[src/flash_map_pkg.sv]
// flash map package: global address windows, configuration field layout,
// register offsets, field positions and reset values of the flash module.
// assumes a byte-wide register port and 18-bit global addresses.
// Contract
// - program flash block decodes at 0x2_0000 through 0x3_FFFF, holding config field
// - lower protectable region starts at 0x3_8000 and grows upward
// - higher protectable region grows downward from 0x3_FFFF, covering vectors
// - remaining program flash addresses form a third protectable region
// - eight-byte backdoor key sits at 0x3_FF00 through 0x3_FF07
// - protection defaults come from bytes 0x3_FF0C and 0x3_FF0D
// - option byte comes from 0x3_FF0E, security byte from 0x3_FF0F
// - two-byte version identifier at 0x0_40B6 to 0x0_40B7
// - 64-byte one-time field at 0x0_40C0 through 0x0_40FF
// - 4096-byte data flash at 0x0_4400 through 0x0_53FF
// - 768-byte scratch ram at 0x0_5800 through 0x0_5AFF only when enabled
// - twenty byte-wide registers at offsets 0x0000 through 0x0013; only nine are implemented here, the rest read zero
// - unimplemented space reads undefined, writes there are ignored
package flash_map_pkg;
	localparam int ADDR_W = 18;
	localparam int REG_AW = 5;
	localparam logic [17:0] PFLASH_LO = 18'h20000;
	localparam logic [17:0] PFLASH_HI = 18'h3ffff;
	localparam logic [17:0] LOW_REGION_BASE = 18'h38000;
	localparam logic [17:0] KEY_LO = 18'h3ff00;
	localparam logic [17:0] KEY_HI = 18'h3ff07;
	localparam logic [17:0] RSVD_CFG_LO = 18'h3ff08;
	localparam logic [17:0] PPROT_BYTE = 18'h3ff0c;
	localparam logic [17:0] DPROT_BYTE = 18'h3ff0d;
	localparam logic [17:0] OPTION_BYTE = 18'h3ff0e;
	localparam logic [17:0] SECURITY_BYTE = 18'h3ff0f;
	localparam logic [17:0] VERSION_LO = 18'h040b6;
	localparam logic [17:0] VERSION_HI = 18'h040b7;
	localparam logic [17:0] OTP_LO = 18'h040c0;
	localparam logic [17:0] OTP_HI = 18'h040ff;
	localparam logic [17:0] DFLASH_LO = 18'h04400;
	localparam logic [17:0] DFLASH_HI = 18'h053ff;
	localparam logic [17:0] SCRATCH_LO = 18'h05800;
	localparam logic [17:0] SCRATCH_HI = 18'h05aff;
	// higher region sizes 2k,4k,8k,16k; lower region 2k,4k,8k,16k
	localparam logic [17:0] REGION_UNIT = 18'h00800;
	// register offsets
	localparam logic [4:0] OFS_CLKDIV = 5'h00;
	localparam logic [4:0] OFS_SEC = 5'h01;
	localparam logic [4:0] OFS_COMMAND_WORD_INDEX = 5'h02;
	localparam logic [4:0] OFS_CNFG = 5'h04;
	localparam logic [4:0] OFS_ERCNFG = 5'h05;
	localparam logic [4:0] OFS_STAT = 5'h06;
	localparam logic [4:0] OFS_ERSTAT = 5'h07;
	localparam logic [4:0] OFS_PPROT = 5'h08;
	localparam logic [4:0] OFS_DPROT = 5'h09;
	localparam logic [4:0] OFS_LAST = 5'h13;
	// writable / readable bit masks
	localparam logic [7:0] CLKDIV_DIV_MASK = 8'h3f;
	localparam int DIVLD_BIT = 7;
	localparam int DIVLCK_BIT = 6;
	localparam logic [7:0] COMMAND_WORD_INDEX_MASK = 8'h07;
	localparam logic [7:0] CNFG_MASK = 8'h93;
	localparam logic [7:0] ERCNFG_MASK = 8'h03;
	localparam logic [7:0] ERSTAT_MASK = 8'h03;
	localparam logic [7:0] DPROT_MASK = 8'h8f;
	localparam int COMMAND_COMPLETE_FLAG_BIT = 7;
	localparam int ACCESS_ERROR_BIT = 5;
	localparam int PROTECTION_VIOLATION_BIT = 4;
	localparam logic [7:0] ZERO8 = 8'h00;
	localparam logic [7:0] ERASED8 = 8'hff;
	localparam logic [7:0] UNDEF_READ = 8'h00;
	// field positions in the program flash protection byte
	localparam int PP_OPEN = 7;
	localparam int PP_HDIS = 5;
	localparam int PP_LDIS = 2;
	typedef enum logic [2:0] {
		REGION_NONE_type_e, REGION_PFLASH, REGION_CONFIG, REGION_INFO,
		REGION_DFLASH, REGION_SCRATCH
	} region_type;
endpackage

[src/flash_decode_if.sv]
`timescale 1ns/1ps
// address probe carried from the register block to the map decoder.
// assumes both ends run on the same clock; the decode is combinational.
interface flash_decode_if;
	logic [17:0] addr;
	logic scratch_ram_enable;
	logic [7:0] pprot;
	flash_map_pkg::region_type region;
	logic protected_hit;
	logic key_hit;
	modport requester (output addr, output scratch_ram_enable,
		output pprot, input region, input protected_hit, input key_hit);
	modport decoder (input addr, input scratch_ram_enable, input pprot,
		output region, output protected_hit, output key_hit);
endinterface

[src/flash_map_decode.sv]
`timescale 1ns/1ps
// global address decoder for the flash module windows and protection.
// assumes the protection byte is stable while an address is probed.
module flash_map_decode (
	flash_decode_if.decoder dec
);
	function automatic logic in_range(input logic [17:0] a,
		input logic [17:0] lo, input logic [17:0] hi);
		in_range = (a >= lo) && (a <= hi);
	endfunction

	// size code n spans one 2 KiB unit doubled n times
	function automatic logic [17:0] region_span(input logic [1:0] code);
		region_span = flash_map_pkg::REGION_UNIT << code;
	endfunction

	logic [17:0] high_base;
	logic [17:0] low_top;
	logic in_low;
	logic in_high;
	logic in_pf;

	always_comb begin
		high_base = flash_map_pkg::PFLASH_HI
			- region_span(dec.pprot[4:3]) + 18'h00001;
		low_top = flash_map_pkg::LOW_REGION_BASE
			+ region_span(dec.pprot[1:0]) - 18'h00001;
		in_pf = in_range(dec.addr, flash_map_pkg::PFLASH_LO,
			flash_map_pkg::PFLASH_HI);
		in_high = in_pf && (dec.addr >= high_base);
		in_low = in_range(dec.addr, flash_map_pkg::LOW_REGION_BASE, low_top);
	end

	always_comb begin
		dec.region = flash_map_pkg::REGION_NONE_type_e;
		if (in_range(dec.addr, flash_map_pkg::KEY_LO,
			flash_map_pkg::SECURITY_BYTE))
			dec.region = flash_map_pkg::REGION_CONFIG;
		else if (in_pf)
			dec.region = flash_map_pkg::REGION_PFLASH;
		else if (in_range(dec.addr, flash_map_pkg::VERSION_LO,
			flash_map_pkg::VERSION_HI) || in_range(dec.addr,
			flash_map_pkg::OTP_LO, flash_map_pkg::OTP_HI))
			dec.region = flash_map_pkg::REGION_INFO;
		else if (in_range(dec.addr, flash_map_pkg::DFLASH_LO,
			flash_map_pkg::DFLASH_HI))
			dec.region = flash_map_pkg::REGION_DFLASH;
		else if (dec.scratch_ram_enable && in_range(dec.addr,
			flash_map_pkg::SCRATCH_LO, flash_map_pkg::SCRATCH_HI))
			dec.region = flash_map_pkg::REGION_SCRATCH;
	end

	always_comb begin
		dec.key_hit = in_range(dec.addr, flash_map_pkg::KEY_LO,
			flash_map_pkg::KEY_HI);
		// open bit set means unprotected outside the enabled regions
		dec.protected_hit = in_pf && (
			(in_high && !dec.pprot[flash_map_pkg::PP_HDIS]) ||
			(in_low && !dec.pprot[flash_map_pkg::PP_LDIS]) ||
			(!in_high && !in_low && !dec.pprot[flash_map_pkg::PP_OPEN]));
	end
endmodule

[src/flash_regs.sv]
`timescale 1ns/1ps
// flash module register block and global address map front end.
// assumes the config field bytes arrive on cfg_* inputs, loaded on the cfg_load strobe.
module flash_regs (
	input wire logic sys_clk,
	input wire logic rst_b,
	input wire logic [4:0] reg_addr,
	input wire logic [7:0] reg_wdata,
	input wire logic reg_write,
	input wire logic reg_read,
	output logic [7:0] reg_rdata,
	input wire logic cfg_load,
	input wire logic [7:0] cfg_pprot,
	input wire logic [7:0] cfg_dprot,
	input wire logic [7:0] cfg_option,
	input wire logic [7:0] cfg_security,
	input wire logic command_complete_flag,
	input wire logic scratch_ram_enable,
	input wire logic [17:0] probe_addr,
	output flash_map_pkg::region_type probe_region,
	output logic probe_protected,
	output logic probe_key,
	output logic [7:0] option_byte
);
	flash_decode_if dec_bus ();
	logic [7:0] clkdiv;
	logic [7:0] security;
	logic [7:0] command_word_index;
	logic [7:0] cnfg;
	logic [7:0] ercnfg;
	logic [7:0] erstat;
	logic [7:0] pprot;
	logic [7:0] dprot;
	logic [7:0] next_rdata;

	function automatic logic hit(input logic [4:0] a, input logic [4:0] o);
		hit = (a == o);
	endfunction

	assign dec_bus.addr = probe_addr;
	assign dec_bus.scratch_ram_enable = scratch_ram_enable;
	assign dec_bus.pprot = pprot;
	flash_map_decode u_decode (.dec(dec_bus.decoder));

	always_ff @(posedge sys_clk or negedge rst_b) begin
		if (!rst_b) begin
			probe_region <= flash_map_pkg::REGION_NONE_type_e;
			probe_protected <= 1'b0;
			probe_key <= 1'b0;
		end else begin
			probe_region <= dec_bus.region;
			probe_protected <= dec_bus.protected_hit;
			probe_key <= dec_bus.key_hit;
		end
	end

	// loaded copies of configuration bytes
	always_ff @(posedge sys_clk or negedge rst_b) begin
		if (!rst_b) begin
			security <= flash_map_pkg::ERASED8;
			option_byte <= flash_map_pkg::ERASED8;
		end else if (cfg_load) begin
			security <= cfg_security;
			option_byte <= cfg_option;
		end
	end

	// divider: bit 7 records a write, bit 6 locks the divider field
	always_ff @(posedge sys_clk or negedge rst_b) begin
		if (!rst_b)
			clkdiv <= flash_map_pkg::ZERO8;
		else if (reg_write && hit(reg_addr, flash_map_pkg::OFS_CLKDIV)) begin
			clkdiv[flash_map_pkg::DIVLD_BIT] <= 1'b1;
			if (reg_wdata[flash_map_pkg::DIVLCK_BIT])
				clkdiv[flash_map_pkg::DIVLCK_BIT] <= 1'b1;
			if (!clkdiv[flash_map_pkg::DIVLCK_BIT])
				clkdiv[5:0] <= reg_wdata[5:0];
		end
	end

	// command-active writes are the software's hazard; no guard here
	always_ff @(posedge sys_clk or negedge rst_b) begin
		if (!rst_b) begin
			command_word_index <= flash_map_pkg::ZERO8;
			cnfg <= flash_map_pkg::ZERO8;
			ercnfg <= flash_map_pkg::ZERO8;
			erstat <= flash_map_pkg::ZERO8;
		end else if (reg_write) begin
			if (hit(reg_addr, flash_map_pkg::OFS_COMMAND_WORD_INDEX))
				command_word_index <= reg_wdata & flash_map_pkg::COMMAND_WORD_INDEX_MASK;
			if (hit(reg_addr, flash_map_pkg::OFS_CNFG))
				cnfg <= reg_wdata & flash_map_pkg::CNFG_MASK;
			if (hit(reg_addr, flash_map_pkg::OFS_ERCNFG))
				ercnfg <= reg_wdata & flash_map_pkg::ERCNFG_MASK;
			if (hit(reg_addr, flash_map_pkg::OFS_ERSTAT))
				erstat <= erstat & ~(reg_wdata & flash_map_pkg::ERSTAT_MASK);
		end
	end

	// protection loads on cfg_load; software writes may set or clear any pprot bit afterwards, but only dprot bits 7 and 3:0
	always_ff @(posedge sys_clk or negedge rst_b) begin
		if (!rst_b) begin
			pprot <= flash_map_pkg::ERASED8;
			dprot <= flash_map_pkg::ERASED8 & flash_map_pkg::DPROT_MASK;
		end else if (cfg_load) begin
			pprot <= cfg_pprot;
			dprot <= cfg_dprot & flash_map_pkg::DPROT_MASK;
		end else if (reg_write) begin
			if (hit(reg_addr, flash_map_pkg::OFS_PPROT))
				pprot <= reg_wdata;
			if (hit(reg_addr, flash_map_pkg::OFS_DPROT))
				dprot <= reg_wdata & flash_map_pkg::DPROT_MASK;
		end
	end

	always_comb begin
		next_rdata = flash_map_pkg::ZERO8;
		case (reg_addr)
			flash_map_pkg::OFS_CLKDIV: next_rdata = clkdiv;
			flash_map_pkg::OFS_SEC: next_rdata = security;
			flash_map_pkg::OFS_COMMAND_WORD_INDEX: next_rdata = command_word_index;
			flash_map_pkg::OFS_CNFG: next_rdata = cnfg;
			flash_map_pkg::OFS_ERCNFG: next_rdata = ercnfg;
			flash_map_pkg::OFS_STAT: begin
				next_rdata[flash_map_pkg::COMMAND_COMPLETE_FLAG_BIT] = command_complete_flag;
			end
			flash_map_pkg::OFS_ERSTAT: next_rdata = erstat;
			flash_map_pkg::OFS_PPROT: next_rdata = pprot;
			flash_map_pkg::OFS_DPROT: next_rdata = dprot;
			default: begin
				// reserved slots and beyond read as a fixed pattern
				if (reg_addr > flash_map_pkg::OFS_LAST)
					next_rdata = flash_map_pkg::UNDEF_READ;
				else
					next_rdata = flash_map_pkg::ZERO8;
			end
		endcase
	end

	always_ff @(posedge sys_clk or negedge rst_b) begin
		if (!rst_b)
			reg_rdata <= flash_map_pkg::ZERO8;
		else if (reg_read)
			reg_rdata <= next_rdata;
		else
			reg_rdata <= flash_map_pkg::ZERO8;
	end

	a_divider_lock: assert property (
		@(posedge sys_clk) disable iff (!rst_b)
		clkdiv[flash_map_pkg::DIVLCK_BIT] |=> $stable(clkdiv[5:0]))
		else $error("divider field changed while locked");
	a_read_timing: assert property (
		@(posedge sys_clk) disable iff (!rst_b)
		reg_read && hit(reg_addr, flash_map_pkg::OFS_PPROT) |=>
		reg_rdata == $past(pprot))
		else $error("protection read data wrong");
	a_command_word_index_bits: assert property (
		@(posedge sys_clk) disable iff (!rst_b)
		(command_word_index & ~flash_map_pkg::COMMAND_WORD_INDEX_MASK) == flash_map_pkg::ZERO8)
		else $error("unimplemented index bits set");
	a_cfg_load: assert property (
		@(posedge sys_clk) disable iff (!rst_b)
		cfg_load |=> security == $past(cfg_security)
		&& option_byte == $past(cfg_option))
		else $error("config bytes not loaded");
	a_pprot_load: assert property (
		@(posedge sys_clk) disable iff (!rst_b)
		cfg_load |=> pprot == $past(cfg_pprot))
		else $error("protection byte not loaded");
	a_scratch_gate: assert property (
		@(posedge sys_clk) disable iff (!rst_b)
		!scratch_ram_enable |=> probe_region != flash_map_pkg::REGION_SCRATCH)
		else $error("scratch ram mapped while disabled");
	a_key_window: assert property (
		@(posedge sys_clk) disable iff (!rst_b)
		probe_addr == flash_map_pkg::KEY_LO |=> probe_key)
		else $error("key byte not decoded");
	a_dflash_map: assert property (
		@(posedge sys_clk) disable iff (!rst_b)
		probe_addr == flash_map_pkg::DFLASH_HI |=>
		probe_region == flash_map_pkg::REGION_DFLASH)
		else $error("data flash top not decoded");
endmodule

[config.mk]
export PLATFORM = sky130hd
export DESIGN_NAME = flash_regs
export DESIGN_NICKNAME = d
export VERILOG_FILES = /design/src/flash_map_pkg.sv /design/src/flash_decode_if.sv /design/src/flash_map_decode.sv /design/src/flash_regs.sv
export SDC_FILE = /design/constraint.sdc
export NUM_CORES = 1
export LEC_CHECK = 0
export BUFFER_PORTS_ARGS = -buffer_cell sky130_fd_sc_hd__buf_2
export CAP_MARGIN = 20
export CORE_MARGIN = 2
export CORE_UTILIZATION = 25
export CTS_CLUSTER_SIZE = 40
export DETAILED_ROUTE_END_ITERATION = 16
export GPL_TIMING_DRIVEN = 0
export HOLD_SLACK_MARGIN = 0.08
export PLACE_DENSITY = 0.47
export SLEW_MARGIN = 30
export SYNTH_ARGS = -nofsm -noshare
export SYNTH_HDL_FRONTEND = slang
export SYNTH_HIERARCHICAL = 1
export SYNTH_SLANG_ARGS = --single-unit
[constraint.sdc]
create_clock -name sys_clk -period 1.75 [get_ports sys_clk]
set_input_delay 0.35 -clock sys_clk [delete_from_list [all_inputs] [get_ports sys_clk]]
set_output_delay 0.35 -clock sys_clk [all_outputs]
set_load 0.05 [all_outputs]
==> impl_metrics.csv <==
group,metric,value,unit
floorplan,initial_utilization,0.255,
clocking,path_clk_slew,0.05,ns
run,drv_cap,0,
route,vias,2534,
floorplan,core_area,0.0125,mm2
floorplan,die_area,0.0137,mm2
global_route,grtUsageTotal,0.134,
route,drt_iter0_drc,101,
synth,synthMuxAreaShare,0.172,
route,dr.pass1.iters,5,
worst_setup_path,crit_required,1.96,ns
synth,synth-main-ff-cell,"dfrtp_1",
worst_setup_path,r2r-start,"dec_bus.pprot[1]",
synth,synthAdderAreaFrac,0.0314,
timing,drv_slew,0,
route,wl,8.67,mm
route,vias_per_cell,4.55,
route,antenna_left,0,
pwr,leakagePower,0.00193,uW
clocking,htreeDepth,3,
timing,relSlewSlack,0.627,
timing,setup_tns,0,ns
placed_design,post-place-ws,-0.324,ns
timing,fin_skew,0.00593,ns
timing,post-route-min-period,1.68,ns
pwr,ir_drop,540,uV
synth,synth_warnings,6,
route,post-route-drc-count,0,
timing,tightest_slew,0.560,ns
synth,ys_seq_area_frac,0.490,
clocking,cts_buffers,9,
pwr,cellPowerDensity,1010,mW/mm2
hold_path,hold_path.class,"input port to flop",
synth,synth_cell_types,50,
worst_setup_path,arrival,1.89,ns
floorplan,die_x,117,um
clocking,cts.sinks,61,
synth,synth-seq-cells,61,
global_route,grt_pass1_vias,2571,
status,outcome,"finished, final reports clean",
final_layout,fillers,1350,
placed_design,dp_hpwl,6.63,mm
worst_setup_path,r2r_cells,7,
global_route,grt_max_degree,32,
final_layout,layout_common_cells,"buf_2, mux2_2, dfrtp_1",
synth,synth-simple-area-share,0.167,
placed_design,post_dp_cell_area,0.00385,mm2
global_route,grt_first_pass_wirelength,13.5,mm
floorplan,io_pins,91,
route,wl_per_cell,15.6,um
placed_design,portBuffers,84,
synth,async_flop_share,1.00,
placed_design,gp_congestion,0.768,
clocking,clockBufferDepth,2,
worst_setup_path,timing.rr.end,"probe_protected",
final_layout,area_growth,34.1,%
synth,synth-compound-area-share,0.109,
worst_setup_path,crit_type,"flop to flop",
final_layout,utilization,0.342,
clocking,worstSkewPairLatency,0.33,ns
worst_setup_path,r2r_slack,0.07,ns
final_layout,final_area,0.00428,mm2
worst_setup_path,end_kind,"flop",
synth,synth_xor_area_frac,0.00275,
final_layout,mostFrequentLayoutCell,"buf_2",
worst_setup_path,startpoint_type,"flop",
synth,synth_cells,280,
timing,rsz0062_at_grt,"true",
floorplan,die_h,117,um
final_layout,drive_gt1_frac,0.504,
synth,syn-mean-instance-area,11.4,um2
global_route,antenna_found_initial,0,
timing,setup_viol,0,
worst_setup_path,path_max_fanout,4,
clocking,root_buffer,"clkbuf_16",
synth,synth_top_family_by_area,"multiplexers",
worst_setup_path,crit_end,"probe_protected",
timing,fmaxAchievable,0.596,GHz
timing,fin_crit_sh,0.959,
timing,fin_ws,0.0718,ns
clocking,cts_tree,"built",
worst_setup_path,cp-startpoint,"dec_bus.pprot[1]",
timing,hold_viol_final,0,
synth,synth_edf_count,0,
global_route,grt_overflow_total,0,
final_layout,antenna_cells,0,
synth,syn_area,0.00319,mm2
floorplan,rows,41,
final_layout,layout.nets,458,
-- repair_timing --
| action | CTS | global route |
|---|---|---|
| resized for setup | 2 | 11 |
| setup endpoints to repair | 7 | 1 |
| hold endpoints to repair | 7 | 0 |
| hold buffers | 1 | 0 |
| pin swaps | 0 | 8 |
| setup buffers | 1 | 1 |
-- worst min-delay path by stage --
stage,start,endpoint,slack [ns],cells past startpoint
floorplan,rst_b,clkdiv[0],0.05,0
global placement,clkdiv[7],clkdiv[7],0.45,1
detailed placement,rst_b,probe_region[2],0.33,1
CTS,probe_addr[3],probe_key,0.21,2
global route,probe_addr[3],probe_key,0.22,2
finish,cfg_dprot[0],dprot[0],0.23,3
-- flip-flops by register name, indices dropped and copies added, names as in the netlist --
register,cells
erstat,2
command_word_index,3
ercnfg,2
probe_key,1
security,8
dec_bus.pprot,8
option_byte,8
cnfg,4
probe_protected,1
clkdiv,8
dprot,5
reg_rdata,8
probe_region,3
-- logic make-up after synthesis --
kind of cell               Yosys count
buffers and inverters               14
AOI/OAI and AO/OA                   55
other                                1
DFF                                 61
and+or+nand+nor                     92
adders and majority gates            8
muxes                               48
xor gates and xnor gates             1
-- power by group --
part,switching [uW],internal (uW),total (uW)
registers,84.6,1610,1700
logic,371,303,674
clock network,621,1320,1940
total,1080,3230,4310
-- metal layers --
| metal | routed length, um | up-vias | global-route usage |
|---|---|---|---|
| li1 | - | 1222 | - |
| met1 | 3910 | 1238 | 0.173 |
| met2 | 4110 | 65 | 0.213 |
| met3 | 510 | 9 | 0.0412 |
| met4 | 137 | 0 | 0.0494 |
| met5 | 0 | - | 0 |
-- final cells by class --
class	count	area [um2]	area share
buffer	12	81.3	0.0190
inverter	2	7.51	0.00175
clock inverter	4	70.1	0.0164
sequential	61	1560	0.365
tap	172	215	0.0503
multi-input combinational	206	1620	0.378
timing repair buffer	88	468	0.109
clock buffer	12	256	0.0600
-- Yosys cell counts, types with 3 or more instances --
cell type | count | area, um2
a21oi_1 | 25 | 125
a2bb2oi_1 | 3 | 26.3
buf_6 | 3 | 33.8
clkbuf_1 | 5 | 18.8
dfrtp_1 | 32 | 801
dfstp_2 | 29 | 762
ha_1 | 8 | 100
mux2_2 | 34 | 383
mux2i_1 | 12 | 120
nand2_1 | 28 | 105
nand2b_1 | 3 | 18.8
nand3_1 | 7 | 35.0
nand4_1 | 6 | 37.5
nand4b_1 | 3 | 26.3
nor2_1 | 15 | 56.3
nor2b_1 | 10 | 62.6
nor4_1 | 3 | 18.8
o21ai_0 | 3 | 15.0
o21ai_1 | 6 | 30.0
-- worst max-delay path, cell delays in order (launching register included) --
cell	delay [ns]
dfstp_2	0.56
nand2_2	0.08
ha_4	0.28
nand3_2	0.10
nor4_4	0.23
a21oi_2	0.11
nand4b_1	0.11
o221ai_2	0.09
-- metrics by stage --
stage	std cells	hold slack (ns)	power, uW
finish	557	0.226	4310
global route	557	0.216	4520
CTS	556	0.206	4360
detailed placement	538	0.330	2360
global placement	537	0.454	2340
floorplan	281	0.0544	2100
No activity file was read; power rests on OpenSTA's default activity.
